## src/include/gwp_params.svh

```systemverilog
// constants for the frame-memory window write port
// assumes inclusion by both link ends and the bench
`ifndef GWP_PARAMS_SVH
`define GWP_PARAMS_SVH

// ---------------------------------------------------------------
// link command codes
// ---------------------------------------------------------------
`define GWP_COL_START_HI 16'h2A00
`define GWP_COL_START_LO 16'h2A01
`define GWP_COL_END_HI 16'h2A02
`define GWP_COL_END_LO 16'h2A03
`define GWP_ROW_START_HI 16'h2B00
`define GWP_ROW_START_LO 16'h2B01
`define GWP_ROW_END_HI 16'h2B02
`define GWP_ROW_END_LO 16'h2B03
`define GWP_MEM_WRITE 16'h2C00

// ---------------------------------------------------------------
// resolution select codes and line limits
// ---------------------------------------------------------------
`define GWP_RES_864 8'h70
`define GWP_RES_854 8'h6B
`define GWP_RES_800 8'h50
`define GWP_RES_720 8'h28
`define GWP_RES_640 8'h00
`define GWP_LIM_864 16'h035F
`define GWP_LIM_854 16'h0355
`define GWP_LIM_800 16'h031F
`define GWP_LIM_720 16'h02CF
`define GWP_LIM_640 16'h027F
`define GWP_LIM_WIDTH 16'h01DF

// ---------------------------------------------------------------
// window reset values
// ---------------------------------------------------------------
`define GWP_COL_START_RST 16'h0000
`define GWP_COL_END_RST 16'h01DF
`define GWP_ROW_START_RST 16'h0000
`define GWP_ROW_END_RST 16'h035F

// ---------------------------------------------------------------
// host register offsets (APB byte addresses)
// ---------------------------------------------------------------
`define GWP_REG_CMD 12'h000
`define GWP_REG_PIXEL 12'h004
`define GWP_REG_COUNT 12'h008
`define GWP_CMD_BYTE_LSB 16

`endif

```

## src/include/gwp_pkg.sv

```systemverilog
// types shared by both ends of the window write port
// assumes no other package
package gwp_pkg;
  typedef logic [15:0] gwp_coord_t;
  typedef logic [23:0] gwp_pixel_t;
  typedef enum logic {GWP_IDLE, GWP_STREAM} gwp_wstate_t;
endpackage : gwp_pkg

```

## src/include/gwp_link_if.sv

```systemverilog
// link between host controller and display driver end
// assumes both ends share pclk; strobe is a one-cycle pulse
`timescale 1ns/1ps
interface gwp_link_if;
  logic strobe;
  logic param;
  logic [15:0] addr;
  gwp_pkg::gwp_pixel_t data;

  modport host (output strobe, output param, output addr, output data);
  modport device (input strobe, input param, input addr, input data);
endinterface : gwp_link_if

```

## src/design/gwp_device.sv

```systemverilog
// display driver end: window registers, pixel write path to frame memory
// assumes the link and configuration inputs run on pclk; memory is external
//
// Functional notes
// - host keeps column start not above end
// - host keeps row start not above end
// - out-of-range columns drop their pixels
// - out-of-range rows drop their pixels
// - select 70h: column limit 479 or 863
// - exchange set: column limit is lines minus one
// - select 70h: row limit 863 or 479
// - exchange clear: row limit is lines minus one
// - row window bytes at 2B00h to 2B03h
// - window commands touch only the window and end any stream
// - memory write command 2C00h streams pixels
// - memory write reloads counters to start
// - each pixel stored, counters then advance
// - any other command ends the stream
// - pixel count per stream is unlimited
// - sleep-in blocks frame memory writes
// - commands accepted in every mode, sleep too
// - frame memory contents undefined after reset
// - column window bytes at 2A00h to 2A03h
//
// The APB slave port was chosen for this implementation.
`timescale 1ns/1ps
`include "gwp_params.svh"

module gwp_device #(
  parameter int CW = 16
) (
  input wire logic pclk,
  input wire logic presetn,
  gwp_link_if.device link,
  input wire logic [7:0] resolution_select,
  input wire logic row_column_exchange,
  input wire logic mirror_x,
  input wire logic mirror_y,
  input wire logic sleep_in,
  output logic mem_we,
  output gwp_pkg::gwp_coord_t mem_col,
  output gwp_pkg::gwp_coord_t mem_row,
  output gwp_pkg::gwp_pixel_t mem_data,
  output logic streaming,
  output gwp_pkg::gwp_coord_t col_start,
  output gwp_pkg::gwp_coord_t col_end,
  output gwp_pkg::gwp_coord_t row_start,
  output gwp_pkg::gwp_coord_t row_end
);

  // ---------------------------------------------------------------
  // decoding helpers
  // ---------------------------------------------------------------
  function automatic gwp_pkg::gwp_coord_t line_limit(input logic [7:0] sel);
    case (sel)
      `GWP_RES_864: line_limit = `GWP_LIM_864;
      `GWP_RES_854: line_limit = `GWP_LIM_854;
      `GWP_RES_800: line_limit = `GWP_LIM_800;
      `GWP_RES_720: line_limit = `GWP_LIM_720;
      `GWP_RES_640: line_limit = `GWP_LIM_640;
      // unknown codes get the largest panel
      default: line_limit = `GWP_LIM_864;
    endcase
  endfunction : line_limit

  function automatic gwp_pkg::gwp_coord_t step(input gwp_pkg::gwp_coord_t v,
                                               input logic down);
    step = down ? v - 16'h0001 : v + 16'h0001;
  endfunction : step

  gwp_pkg::gwp_wstate_t wstate;
  gwp_pkg::gwp_coord_t cur_col;
  gwp_pkg::gwp_coord_t cur_row;
  gwp_pkg::gwp_coord_t col_limit;
  gwp_pkg::gwp_coord_t row_limit;
  gwp_pkg::gwp_coord_t first_col;
  gwp_pkg::gwp_coord_t last_col;
  gwp_pkg::gwp_coord_t first_row;
  gwp_pkg::gwp_coord_t last_row;
  logic cmd_take;
  logic px_take;
  logic in_range;

  // ---------------------------------------------------------------
  // limits and start positions
  // ---------------------------------------------------------------
  always_comb begin
    col_limit = row_column_exchange ? line_limit(resolution_select) : `GWP_LIM_WIDTH;
    row_limit = row_column_exchange ? `GWP_LIM_WIDTH : line_limit(resolution_select);
  end

  assign first_col = mirror_x ? col_end : col_start;
  assign last_col = mirror_x ? col_start : col_end;
  assign first_row = mirror_y ? row_end : row_start;
  assign last_row = mirror_y ? row_start : row_end;

  assign cmd_take = link.strobe && !link.param;
  // any number of pixels while streaming
  assign px_take = link.strobe && link.param && (wstate == gwp_pkg::GWP_STREAM);
  assign in_range = (cur_col <= col_limit) && (cur_row <= row_limit);
  assign streaming = (wstate == gwp_pkg::GWP_STREAM);

  // ---------------------------------------------------------------
  // window registers
  // ---------------------------------------------------------------
  // only window bytes change the window
  always_ff @(posedge pclk or negedge presetn) begin
    if (!presetn) begin
      col_start <= `GWP_COL_START_RST;
      col_end <= `GWP_COL_END_RST;
      row_start <= `GWP_ROW_START_RST;
      row_end <= `GWP_ROW_END_RST;
    end else if (cmd_take) begin
      case (link.addr)
        `GWP_COL_START_HI: col_start[15:8] <= link.data[7:0];
        `GWP_COL_START_LO: col_start[7:0] <= link.data[7:0];
        `GWP_COL_END_HI: col_end[15:8] <= link.data[7:0];
        `GWP_COL_END_LO: col_end[7:0] <= link.data[7:0];
        `GWP_ROW_START_HI: row_start[15:8] <= link.data[7:0];
        `GWP_ROW_START_LO: row_start[7:0] <= link.data[7:0];
        `GWP_ROW_END_HI: row_end[15:8] <= link.data[7:0];
        `GWP_ROW_END_LO: row_end[7:0] <= link.data[7:0];
        default: begin
        end
      endcase
    end
  end

  // ---------------------------------------------------------------
  // stream state
  // ---------------------------------------------------------------
  always_ff @(posedge pclk or negedge presetn) begin
    if (!presetn) begin
      wstate <= gwp_pkg::GWP_IDLE;
    end else if (cmd_take) begin
      wstate <= (link.addr == `GWP_MEM_WRITE) ? gwp_pkg::GWP_STREAM : gwp_pkg::GWP_IDLE;
    end
  end

  // ---------------------------------------------------------------
  // address counters
  // ---------------------------------------------------------------
  // counters are private to the stream
  always_ff @(posedge pclk or negedge presetn) begin
    if (!presetn) begin
      cur_col <= `GWP_COL_START_RST;
      cur_row <= `GWP_ROW_START_RST;
    end else if (cmd_take && link.addr == `GWP_MEM_WRITE) begin
      cur_col <= first_col;
      cur_row <= first_row;
    end else if (px_take) begin
      // advance after every pixel
      // dropped pixels still advance so the image stays aligned
      if (cur_col == last_col) begin
        cur_col <= first_col;
        cur_row <= (cur_row == last_row) ? first_row : step(cur_row, mirror_y);
      end else begin
        cur_col <= step(cur_col, mirror_x);
      end
    end
  end

  // ---------------------------------------------------------------
  // frame memory write port
  // ---------------------------------------------------------------
  // memory itself is outside; no init is attempted
  always_ff @(posedge pclk or negedge presetn) begin
    if (!presetn) begin
      mem_we <= 1'b0;
      mem_col <= 16'h0000;
      mem_row <= 16'h0000;
      mem_data <= 24'h000000;
    end else begin
      // sleep or range drops the write
      mem_we <= px_take && in_range && !sleep_in;
      if (px_take) begin
        mem_col <= cur_col;
        mem_row <= cur_row;
        mem_data <= link.data;
      end
    end
  end

endmodule : gwp_device

```

## src/flat_wrapper.sv

```systemverilog
// flat-port wrapper written by rule: the top's interface ports become plain ports
module gwp_device_flat 
#(
  parameter int CW = 16
)
  (pclk, presetn, resolution_select, row_column_exchange, mirror_x, mirror_y, sleep_in, mem_we, mem_col, mem_row, mem_data, streaming, col_start, col_end, row_start, row_end, link_strobe, link_param, link_addr, link_data);
  gwp_link_if link_i ();
  input wire logic pclk;
  input wire logic presetn;
  input wire logic [7:0] resolution_select;
  input wire logic row_column_exchange;
  input wire logic mirror_x;
  input wire logic mirror_y;
  input wire logic sleep_in;
  output logic mem_we;
  output gwp_pkg::gwp_coord_t mem_col;
  output gwp_pkg::gwp_coord_t mem_row;
  output gwp_pkg::gwp_pixel_t mem_data;
  output logic streaming;
  output gwp_pkg::gwp_coord_t col_start;
  output gwp_pkg::gwp_coord_t col_end;
  output gwp_pkg::gwp_coord_t row_start;
  output gwp_pkg::gwp_coord_t row_end;
  input wire logic [$bits(link_i.strobe)-1:0] link_strobe;
  input wire logic [$bits(link_i.param)-1:0] link_param;
  input wire logic [$bits(link_i.addr)-1:0] link_addr;
  input wire logic [$bits(link_i.data)-1:0] link_data;
  assign link_i.strobe = link_strobe;
  assign link_i.param = link_param;
  assign link_i.addr = link_addr;
  assign link_i.data = link_data;
  gwp_device #(.CW(CW)) u_core (.pclk(pclk), .presetn(presetn), .link(link_i), .resolution_select(resolution_select), .row_column_exchange(row_column_exchange), .mirror_x(mirror_x), .mirror_y(mirror_y), .sleep_in(sleep_in), .mem_we(mem_we), .mem_col(mem_col), .mem_row(mem_row), .mem_data(mem_data), .streaming(streaming), .col_start(col_start), .col_end(col_end), .row_start(row_start), .row_end(row_end));
endmodule
```

## config.mk

```make
export PLATFORM = sky130hd
export DESIGN_NAME = gwp_device_flat
export DESIGN_NICKNAME = d
export VERILOG_FILES = /design/src/include/gwp_pkg.sv /design/src/include/gwp_link_if.sv /design/src/design/gwp_device.sv /design/src/flat_wrapper.sv
export VERILOG_INCLUDE_DIRS = /design/src /design/src/include
export SDC_FILE = /design/constraint.sdc
export NUM_CORES = 1
export LEC_CHECK = 0
export ABC_AREA = 1
export BUFFER_PORTS_ARGS = -buffer_cell sky130_fd_sc_hd__buf_2
export CAP_MARGIN = 20
export CELL_PAD_IN_SITES_DETAIL_PLACEMENT = 0
export CELL_PAD_IN_SITES_GLOBAL_PLACEMENT = 1
export CORE_AREA = 4 4 162 164
export CTS_CLUSTER_SIZE = 14
export DETAILED_ROUTE_END_ITERATION = 6
export DIE_AREA = 0 0 166 168
export MAX_ROUTING_LAYER = met4
export PLACE_DENSITY_LB_ADDON = 0.2
export SLEW_MARGIN = 10
export SYNTH_ARGS = -nofsm -noshare
export SYNTH_HDL_FRONTEND = slang
export SYNTH_SLANG_ARGS = --single-unit
```

## constraint.sdc

```tcl
create_clock -name pclk -period 3.7 [get_ports pclk]
set_clock_uncertainty 0.1 [all_clocks]
set_input_delay 0 -clock pclk [delete_from_list [all_inputs] [get_ports pclk]]
set_output_delay 0 -clock pclk [all_outputs]
set_load 0.02 [all_outputs]
```

; ---- After elaboration in Yosys (flattened, before gate mapping)
; Cells that the tools add are included.
[totals]
register_bits = 154
wordCells = 73
[classes]
addsub = 4
n_lt_le_gt_ge = 2
n_eq_ne = 14
muxes = 17
n_reduce_logical = 21
[ops]
columns = cell, count
row1 = 16-bit 2-to-1 mux, 13
row2 = "16-bit by 14-bit equality test with 1-bit output, second input constant", 9
row3 = 9-bit one-hot mux with 4 select lines, 1
row4 = "16-bit by 1-bit adder with 16-bit output, second input constant", 2
row5 = 16-bit equality test, 2
row6 = 16-bit less-or-equal comparator, 2
row7 = "16-bit by 1-bit subtractor with 16-bit output, second input constant", 2
row8 = 10-bit 2-to-1 mux, 2
row9 = 2-bit AND reduction, 9
row10 = "8-bit by 7-bit equality test with 1-bit output, second input constant", 2
row11 = "8-bit by 6-bit equality test with 1-bit output, second input constant", 1
row12 = 8-bit logical NOT, 1
row13 = 1-bit logical AND, 7
row14 = 2-bit nonzero test, 2
row15 = 1-bit logical NOT, 2
row16 = 1-bit 2-to-1 mux, 1

; ---- Longest topological paths before layout
; Gate-level depths: netlist (run 1).
[logic_depth]
depth_word = 7
depth_mapped = 17
depth_no_buf = 17

; ---- Least setup slack after synthesis (run 1)
; No wires, ideal clock.
[synth_path]
path_type = input to register
startpoint = in mirror_x
endpoint = reg u_core.cur_col[10]
arrival_time_ns = 1.764
required_ns = 3.483
setup_slack_ns = 1.719
path_stages = 17
cell_sequence = buf_4 > inv_4 > buf_6 > clkbuf_1 > fa_1 > inv_1 > nand3_1 > nand3_1 > nand2_1 > nand2_1 > nand2_1 > nand2_1 > nand2_1 > nand2_1 > nand3_1 > nand3_1 > nand2_1
[synth_via]
elab_chain_cells = 5
word_cells_on_any_way = 7
cone_classes = eq/ne (1) / mux (6)
[synth_rtl]
columns = item, line
row1 = start: declaration, flat_wrapper.sv:12  ; input wire logic mirror_x;
row2 = 16-bit 2-to-1 mux, gwp_device.sv:93  ; assign last_col = mirror_x ? col_start : col_end;
row3 = 16-bit equality test, gwp_device.sv:154  ; if (cur_col == last_col) begin
row4 = 16-bit 2-to-1 mux, gwp_device.sv:154
row5 = 16-bit 2-to-1 mux, gwp_device.sv:151  ; end else if (px_take) begin
row6 = 16-bit 2-to-1 mux (*), gwp_device.sv:148  ; end else if (cmd_take && link.addr == `GWP_MEM_WRITE) begin
row7 = end signal: assignment, gwp_device.sv:149  ; cur_col <= first_col;
row8 = end signal: assignment, gwp_device.sv:155  ; cur_col <= first_col;
row9 = end signal: assignment, gwp_device.sv:158  ; cur_col <= step(cur_col, mirror_x);
row10 = end: declaration, gwp_device.sv:72  ; gwp_pkg::gwp_coord_t cur_col;
; Every way passes the cells marked *; elsewhere a longest branch is shown, timed or not. The select of a mux whose other input is x is not followed.
; A chain may end at the register's enable or synchronous reset.

; ---- Final worst setup path (run 1)
[layout_path]
startpoint = in link_param
endpoint = reg u_core.cur_col[3]
[layout_via]
elab_chain_cells = 4
word_cells_on_any_way = 7
cone_classes = mux (1) / reduce/logical (6)
[layout_rtl]
columns = item, line
row1 = start: declaration, flat_wrapper.sv:25  ; input wire logic [$bits(link_i.param)-1:0] link_param;
row2 = 1-bit logical NOT, gwp_device.sv:97  ; assign cmd_take = link.strobe && !link.param;
row3 = 1-bit logical AND, gwp_device.sv:97
row4 = 1-bit logical AND (no line), n/a
row5 = 16-bit 2-to-1 mux / 2-bit nonzero test (equally long branches), n/a
row6 = end signal: assignment, gwp_device.sv:146  ; cur_col <= `GWP_COL_START_RST;
row7 = end signal: assignment, gwp_device.sv:149
row8 = end signal: assignment, gwp_device.sv:155
; Parallel ways exist; a longest one is shown, timed or not.

==> results by group, run 1 <==
Status
  – Status: completed

Power and ir drop
  – Power Dens Cells: 318 nW/µm²
  – Lkg Pwr: ~6.7 nW
  – Power consumption: roughly 3.8 mW
  – Peak VDD IR: approximately 320 µV

Yosys
  – Synth Cell Area: 9780 µm²
  – Synth unique cells: 38
  – Mean Syn Cell Area: around 7.0 µm²
  – Cells after Synth: 1,390
  – Yosys reg bits: about 150
  – Synth warn: 0
  – Syn Nets: 1,492
  – Post-synthesis sequential area ratio: between 30% and 40%

Drt
  – Post-route antenna net violation count: 0
  – WL per Instance: 16.1 µm
  – Initial DRC Count: roughly 600
  – Via Count: 9,477
  – DRC: 0
  – DRT Pass-1 Iters: 5
  – Via density: about 5
  – Final WL: about 31,000 µm

STA
  – Setup TNS: 0 ns
  – Fin crit share: 71.0%
  – Final Max Slew Viols: 0
  – Peak Freq: approximately 380 MHz
  – Final setup margin: 1.07 ns
  – Worst-Margin Slew: between 0.7 and 0.8 ns
  – Fin. Hold Viols: 0
  – Final setup vio count: 0
  – Shortest period the worst path allows: 2.63 ns
  – RSZ-0062 raised after global routing: no
  – Slew HR: between 40% and 50%

Floorplanning
  – # rows: 58
  – Die width: 166 µm
  – Initial Util: between 30% and 40%
  – Die area: between 20,000 and 30,000 µm²
  – CORE AREA: between 20,000 and 25,000 µm²
  – # IOs: 178
  – Die Ht: around 170 µm

Placement
  – DP Cell Count: about 1.9k
  – Detailed placement HPWL: approximately 24,000 µm
  – Worst slack, placed: about 1.2 ns
  – I/O Buffers: 177
  – RD Place Congestion: 0.882

CTS
  – Clk sinks: approximately 150
  – Post-CTS Resized: 0
  – Postcts setup bufs: 0
  – H-Tree Level Count: 4
  – CTS Buf Count: 17
  – CTS tree: done
  – Worst-path clk slew: 0.07 ns
  – Worst-Skew Late Latency: around 0.44 ns
  – Max clock buf depth: 2
  – Clock Tree Root: clkbuf_16

Finish
  – Nets: 1,687
  – Diodes inserted: 0
  – Fin cells: between 1.5k and 2k
  – Fin util: about 48%
  – Ratio of cells with drive above 1 in the final layout: 16.8%
  – Layout area overhead: 21.5%
  – # fillers: ~2.5k

Global routing
  – Grt ovf: 0
  – Initial antenna violation count: 0
  – Vias in the first global route: 8,890
  – Global-route wire length before repair: 49,900 µm
  – Total GRT Usage: between 20 and 25%
  – Largest net degree at the start of global routing: approximately 110

Worst hold path
  – Hold Path Class: in2reg

Critical path
  – CP Max Fanout: 19
  – Arrival time worst endpoint: 2.90 ns
  – Crit start category: input pin
  – Critical path class: in2reg
  – Worst Setup End Kind: register
  – CP required: roughly 4.0 ns

Job
  – Maximum Capacitance Violations: 0
-- final cells by class --
| cell class | count | area, µm² | share of cell area [%] |
|---|---|---|---|
| multi-input combinational | 1053 | 5170 | 43.6 |
| sequential | 154 | 3870 | 32.6 |
| timing repair buffer | 214 | 1280 | 10.8 |
| inverter | 145 | 547 | 4.60 |
| clock buffer | 17 | 425 | 3.58 |
| tap | 330 | 413 | 3.48 |
| clock inverter | 15 | 165 | 1.39 |
-- path summary, 6_finish.rpt --
path / startpoint / to / slack (ns) / depth (start not counted)
setup / recovery: link_param / u_core.cur_col[3] / 1.07 / 15
hold / removal: link_addr[9] / u_core.streaming / 0.04 / 5
setup reg to reg: u_core.cur_row[0] / u_core.cur_row[14] / 1.42 / 14
hold reg to reg: u_core.mem_row[0] / u_core.mem_row[0] / 0.38 / 2
max in group asynchronous: presetn / u_core.mem_we / 2.34 / 4
min in group asynchronous: presetn / u_core.mem_data[22] / 0.45 / 3
-- timing repair --
item / in CTS / in global routing
hold endpoints to repair: 178 / 31
setup endpoints to repair: 0 / 0
hold buffers: 29 / 1
-- worst max-delay path, cell delays in order --
cell           delay, ns
dlygate4sd3_1       0.53
buf_2               0.14
nor2_1              0.14
dlygate4sd3_1       0.56
inv_1               0.05
nor2_1              0.13
nand3_1             0.09
buf_4               0.23
nand2_2             0.32
inv_2               0.25
a21oi_1             0.17
o21ai_0             0.10
nand2_1             0.07
nand2_1             0.06
nand2_1             0.05
-- metal layers --
metal | vias up | GRT usage [%] | part of all wire (%)
met4 | 0 | 4.12 | 0.88
met3 | 15 | 3.73 | 5.9
met5 | - | - | 0
met2 | 261 | 32.6 | 41
li1 | 4839 | - | -
met1 | 4362 | 34.8 | 52
-- state kept, by name (all words and copies together), names as in the netlist --
name	flops
u_core.mem_row	16
u_core.col_start	16
u_core.cur_col	16
u_core.row_start	16
u_core.mem_col	16
u_core.mem_data	24
u_core.col_end	16
u_core.row_end	16
u_core.streaming	1
u_core.cur_row	16
u_core.mem_we	1
-- cells by family (layout without fill, tap and decap cells) --
family	count (synthesis)	count (layout)	synth area share [%]
flip-flops	154	154	39.6
XOR/XNOR	14	14	1.25
AND/OR/NAND/NOR	812	812	34.2
AO/OA/AOI/OAI	151	151	8.01
multiplexers	30	30	3.28
adder cells (fa/ha/maj)	46	46	6.04
buffers and inverters	183	391	7.59
-- cells in the mapped netlist --
master | n | area (µm²)
nand2_1 | 575 | 2160
inv_1 | 142 | 533
dfrtp_1 | 138 | 3450
o21ai_0 | 120 | 601
nand3_1 | 110 | 551
nor2_1 | 73 | 274
ha_1 | 44 | 551
a21oi_1 | 24 | 120
clkbuf_1 | 24 | 90.1
dfstp_2 | 16 | 420
mux2_2 | 16 | 180
mux2i_1 | 14 | 140
nand3b_1 | 9 | 67.6
nor3_1 | 9 | 45.0
xor2_1 | 9 | 78.8
nand4_1 | 7 | 43.8
and2_1 | 6 | 37.5
buf_2 | 6 | 30.0
nor4_1 | 6 | 37.5
nand2_2 | 5 | 31.3
xnor2_1 | 5 | 43.8
buf_4 | 4 | 30.0
buf_6 | 4 | 45.0
a21o_1 | 3 | 22.5
nand2_4 | 3 | 33.8
or2_2 | 3 | 18.8
fa_1 | 2 | 40.0
inv_2 | 2 | 7.51
nor2_2 | 2 | 12.5
a2111oi_0 | 1 | 8.76
and3_1 | 1 | 6.26
inv_4 | 1 | 6.26
nor3_2 | 1 | 10.0
nor3b_2 | 1 | 12.5
o21ai_1 | 1 | 5.00
o21bai_1 | 1 | 7.51
o21bai_4 | 1 | 18.8
or2_0 | 1 | 6.26
-- stage by stage --
step                cell area [µm²]  hold WS [ns]
floorplan                      9780        -0.396
global placement              11000         0.109
detailed placement            11000         0.109
CTS                           11800        0.0418
global route                  11900        0.0937
finish                        11900        0.0440
-- report_power, final --
part / leakage (nW) / switching (mW) / internal, mW
clock network: 0.291 / 0.875 / 0.910
registers: 2.09 / 0.000494 / 1.68
logic: 4.30 / 0.200 / 0.108
-- cell usage in the layout, fill, tap and decap left out, drive strengths merged --
| cell | count |
|---|---|
| inv | 155 |
| dfrtp | 138 |
| clkinv | 5 |
| buf | 184 |
| nor2 | 75 |
| a2111oi | 1 |
| a21oi | 24 |
| mux2i | 14 |
| nand4 | 7 |
| dfstp | 16 |
| or2 | 4 |
| fa | 2 |
| nor4 | 6 |
| and2 | 6 |
| nand2 | 583 |
| nand3b | 9 |
| mux2 | 16 |
| nor3 | 10 |
| nand3 | 110 |
| xor2 | 9 |
| xnor2 | 5 |
| clkbuf | 17 |
| a21o | 3 |
| nor3b | 1 |
| o21ai | 121 |
| ha | 44 |
| and3 | 1 |
| o21bai | 2 |
| dlygate4sd3 | 30 |
Power figures use the tool's default switching activity.
==> run 2, diff against run 1 <==
--- a/config.mk
+++ b/config.mk
@@ -11,10 +11,10 @@
 export CAP_MARGIN = 20
 export CELL_PAD_IN_SITES_DETAIL_PLACEMENT = 0
 export CELL_PAD_IN_SITES_GLOBAL_PLACEMENT = 1
-export CORE_AREA = 4 4 162 164
+export CORE_AREA = 4 4 168 170
 export CTS_CLUSTER_SIZE = 14
 export DETAILED_ROUTE_END_ITERATION = 6
-export DIE_AREA = 0 0 166 168
+export DIE_AREA = 0 0 172 174
 export MAX_ROUTING_LAYER = met4
 export PLACE_DENSITY_LB_ADDON = 0.2
 export SLEW_MARGIN = 10
==> constraint.sdc (replaced) <==
create_clock -name pclk -period 2.3 [get_ports pclk]
set_clock_uncertainty 0.1 [all_clocks]
set_input_delay 0 -clock pclk [delete_from_list [all_inputs] [get_ports pclk]]
set_output_delay 0 -clock pclk [all_outputs]
set_load 0.02 [all_outputs]
==> run 2 against run 1 <==
Net effect: the run now ends with hold timing left; die area increased by 7.3%; clock power increased by 63%; wire length increased by 4.6%; utilization decreased by 2.1 points; final cell count increased by 2.5%; register-to-register slack got worse by 1.2 ns; critical path depth decreased by 1; largest power group unchanged; total power increased by 62%; via count increased by 0.51%.
==> results by group, run 2 (synthesis gave the netlist of run 1 again) <==
Critical path
  – Critical path class: reg2reg (was in2reg)
  – CP Max Fanout: 8 (was 19)
  – Worst setup path startpoint: u_core.col_end[0] (was link_param)
  – Arrival time worst endpoint: 2.34 ns (was 2.90 ns)
  – Max stage delay cell, worst path: dfstp_2 (was dlygate4sd3_1)
  – Crit start category: register (was input pin)
  – CP most frequent cell: nand2_1 (unchanged)
  – CP required: 2.52 ns (was 3.97 ns)
  – CP max stage delay: 0.59 ns (was 0.56 ns)
  – Top delay family on crit path: simple AND/OR/NAND/NOR gates (was buffers and inverters)
  – Crit-path cells: nand2_1 > nand2_1 > nand2_1 > nand2_1 > nand2_1 > inv_1 > nand2_1 > nor2_2 > nand2_4 > nand2_4 > buf_4 > o21ai_0 > nand2_1 > nand2_1 (was dlygate4sd3_1 > buf_2 > nor2_1 > dlygate4sd3_1 > inv_1 > nor2_1 > nand3_1 > buf_4 > nand2_2 > inv_2 > a21oi_1 > o21ai_0 > nand2_1 > nand2_1 > nand2_1)
  – Worst Setup End Kind: register (unchanged)
  – CP bufs+invs: 2 (was 6)
  – Reg2reg start: u_core.col_end[0] (was u_core.cur_row[0])

Power and ir drop
  – Peak VDD IR: 414 µV (was 324 µV)
  – Power Dens Cells: 503 nW/µm² (was 318 nW/µm²)
  – P_sw: 1.69 mW (was 1.08 mW)
  – Sequential power share: 44.2% (was 44.6%)
  – Int Pwr: 4.44 mW (was 2.70 mW)
  – Logic pwr share: 8.5% (was 8.2%)
  – Lkg Pwr: 6.87 nW (was 6.69 nW)
  – Switch share: 27.6% (was 28.5%)
  – Clock share of power: 47.4% (was 47.3%)

Global routing
  – Global-route wire length before repair: 51,300 µm (was 49,900 µm)
  – Largest net degree at the start of global routing: 68 (was 105)
  – Vias in the first global route: 8,984 (was 8,890)
  – Initial antenna violation count: 0 (unchanged)
  – Grt ovf: 0 (unchanged)
  – Total GRT Usage: 22.4% (was 22.9%)

Drt
  – Post-route antenna net violation count: 0 (unchanged)
  – WL per Instance: 16.4 µm (was 16.1 µm)
  – DRC: 0 (unchanged)
  – Via Count: 9,525 (was 9,477)
  – Final WL: 32,500 µm (was 31,000 µm)
  – Met2 WL post-DR: 13,500 µm (was 12,900 µm)
  – Via density: 4.82 (was 4.92)
  – Max layer used: met4 (unchanged)
  – Initial DRC Count: 714 (was 586)
  – Metal-1 WL: 16,800 µm (was 16,100 µm)
  – DRT Pass-1 Iters: 5 (unchanged)
  – Met3 wire len: 1830 µm (was 1820 µm)

CTS
  – Worst-path clk slew: 0.07 ns (about the same)
  – CTS tree: done (unchanged)
  – CTS Buf Count: 17 (unchanged)
  – Max clock buf depth: 2 (unchanged)
  – Clk sinks: 154 (unchanged)
  – H-Tree Level Count: 4 (unchanged)
  – Clock Tree Root: clkbuf_16 (unchanged)
  – Worst-Skew Late Latency: 0.44 ns (about the same)

STA
  – Slew HR: 65.6% (was 47.7%)
  – Peak Freq: between 400 and 500 MHz
  – RSZ-0062 raised after global routing: no (unchanged)
  – Final Max Slew Viols: 0 (unchanged)
  – Shortest period the worst path allows: 2.12 ns
  – Fin crit share: between 90% and 100%
  – Final setup vio count: 0 (unchanged)
  – Worst-Margin Slew: 0.515 ns (was 0.784 ns)
  – Final hold slack: -0.0112 ns (was 0.0440 ns)
  – Fin. Hold Viols: 5 (was 0)

Floorplanning
  – # rows: 60 (was 58)
  – CORE AREA: 26,700 µm² (was 24,900 µm²)
  – Die area: 29,900 µm² (was 27,900 µm²)
  – # IOs: 178 (unchanged)
  – Die width: 172 µm (was 166 µm)
  – Initial Util: 36.6% (was 39.3%)
  – Die Ht: 174 µm (was 168 µm)

Finish
  – Most frequent cells in the layout: 575 x nand2_1, 176 x buf_2, 142 x inv_1 (unchanged)
  – Largest register by flop count: u_core.mem_data (unchanged)
  – Max reg flops: 24 (unchanged)
  – Final Cell Area: 12,200 µm² (was 11,900 µm²)
  – Diodes inserted: 0 (unchanged)
  – Layout area overhead: 24.6% (was 21.5%)
  – Fin util: 45.6% (was 47.7%)
  – Most common cell after layout, fill and taps aside: nand2_1 (unchanged)
  – Nets: 1,724 (was 1,687)
  – Ratio of cells with drive above 1 in the final layout: 18.7% (was 16.8%)

Status
  – Status: complete, but fails checks (was completed)
  – Failing checks: hold timing

Worst hold path
  – Hold Path Class: in2async (was in2reg)

Job
  – Maximum Capacitance Violations: 0 (unchanged)

Placement
  – RD Place Congestion: 0.878 (was 0.882)
  – I/O Buffers: 177 (unchanged)
  – Dpl cell area: 11,300 µm² (was 11,000 µm²)
  – Detailed placement HPWL: 25,200 µm (was 23,600 µm)
[run 2: final timing paths]
path                                      end  slack [ns]  cells after the start
hold / removal             u_core.col_end[14]       -0.01                      2
setup / recovery            u_core.cur_col[6]        0.18                     14
min in group pclk           u_core.cur_col[9]        0.03                      5
setup reg to reg            u_core.cur_col[6]        0.18                     14
hold reg to reg            u_core.mem_col[10]        0.38                      2
max in group asynchronous   u_core.col_end[5]        1.28                      3
[run 2: cell type report]
type | count | area, µm²
Fill cell | 2758 | 14500
Clock inverter | 14 | 154
Sequential cell | 154 | 3870
Clock buffer | 18 | 429
Inverter | 145 | 547
Tap cell | 341 | 427
Timing Repair Buffer | 251 | 1570
Multi-Input combinational cell | 1053 | 5180
[run 2: power by group through the flow]
| stage | Sequential, mW | Combinational, mW | Clock (mW) |
|---|---|---|---|
| 2_1_floorplan | 2.76 | 0.254 | 0 |
| 3_3_place_gp | 2.76 | 0.482 | 0 |
| 3_5_place_dp | 2.76 | 0.483 | 0 |
| 4_1_cts | 2.71 | 0.523 | 2.94 |
| 5_1_grt | 2.71 | 0.589 | 3.06 |
| 6_report | 2.71 | 0.518 | 2.90 |
[run 2: worst register-to-register path, cell delays in order (launching register included)]
cell,delay (ns)
dfstp_2,0.59
nand2_1,0.09
nand2_1,0.08
nand2_1,0.05
nand2_1,0.08
nand2_1,0.06
inv_1,0.06
nand2_1,0.06
nor2_2,0.13
nand2_4,0.12
nand2_4,0.10
buf_4,0.16
o21ai_0,0.18
nand2_1,0.11
nand2_1,0.05
[run 2: metrics by stage]
stage               instances  TNS [ns]  total power [mW]  worst slack, ns
detailed placement       1914  -0.00321              3.24         -0.00321
CTS                      1975         0              6.17            0.165
global placement         1914   -0.0202              3.24          -0.0202
finish                   1976         0              6.13            0.177
global route             1976         0              6.36          0.00966
floorplan                1390         0              3.02            0.319
[run 2: metal layers]
metal  GRT usage, %  vias up
met5              -        -
met4           4.59        0
met3           3.14       22
met2           30.9      268
met1           34.9     4345
li1               -     4890
[run 2: repair_timing]
item                                    4_1_cts  5_1_grt
hold buffers                                 29        0
setup buffers                                 0        1
hold endpoints to repair                    221        0
endpoints found under the setup margin        0        3
resized for setup                             0        1
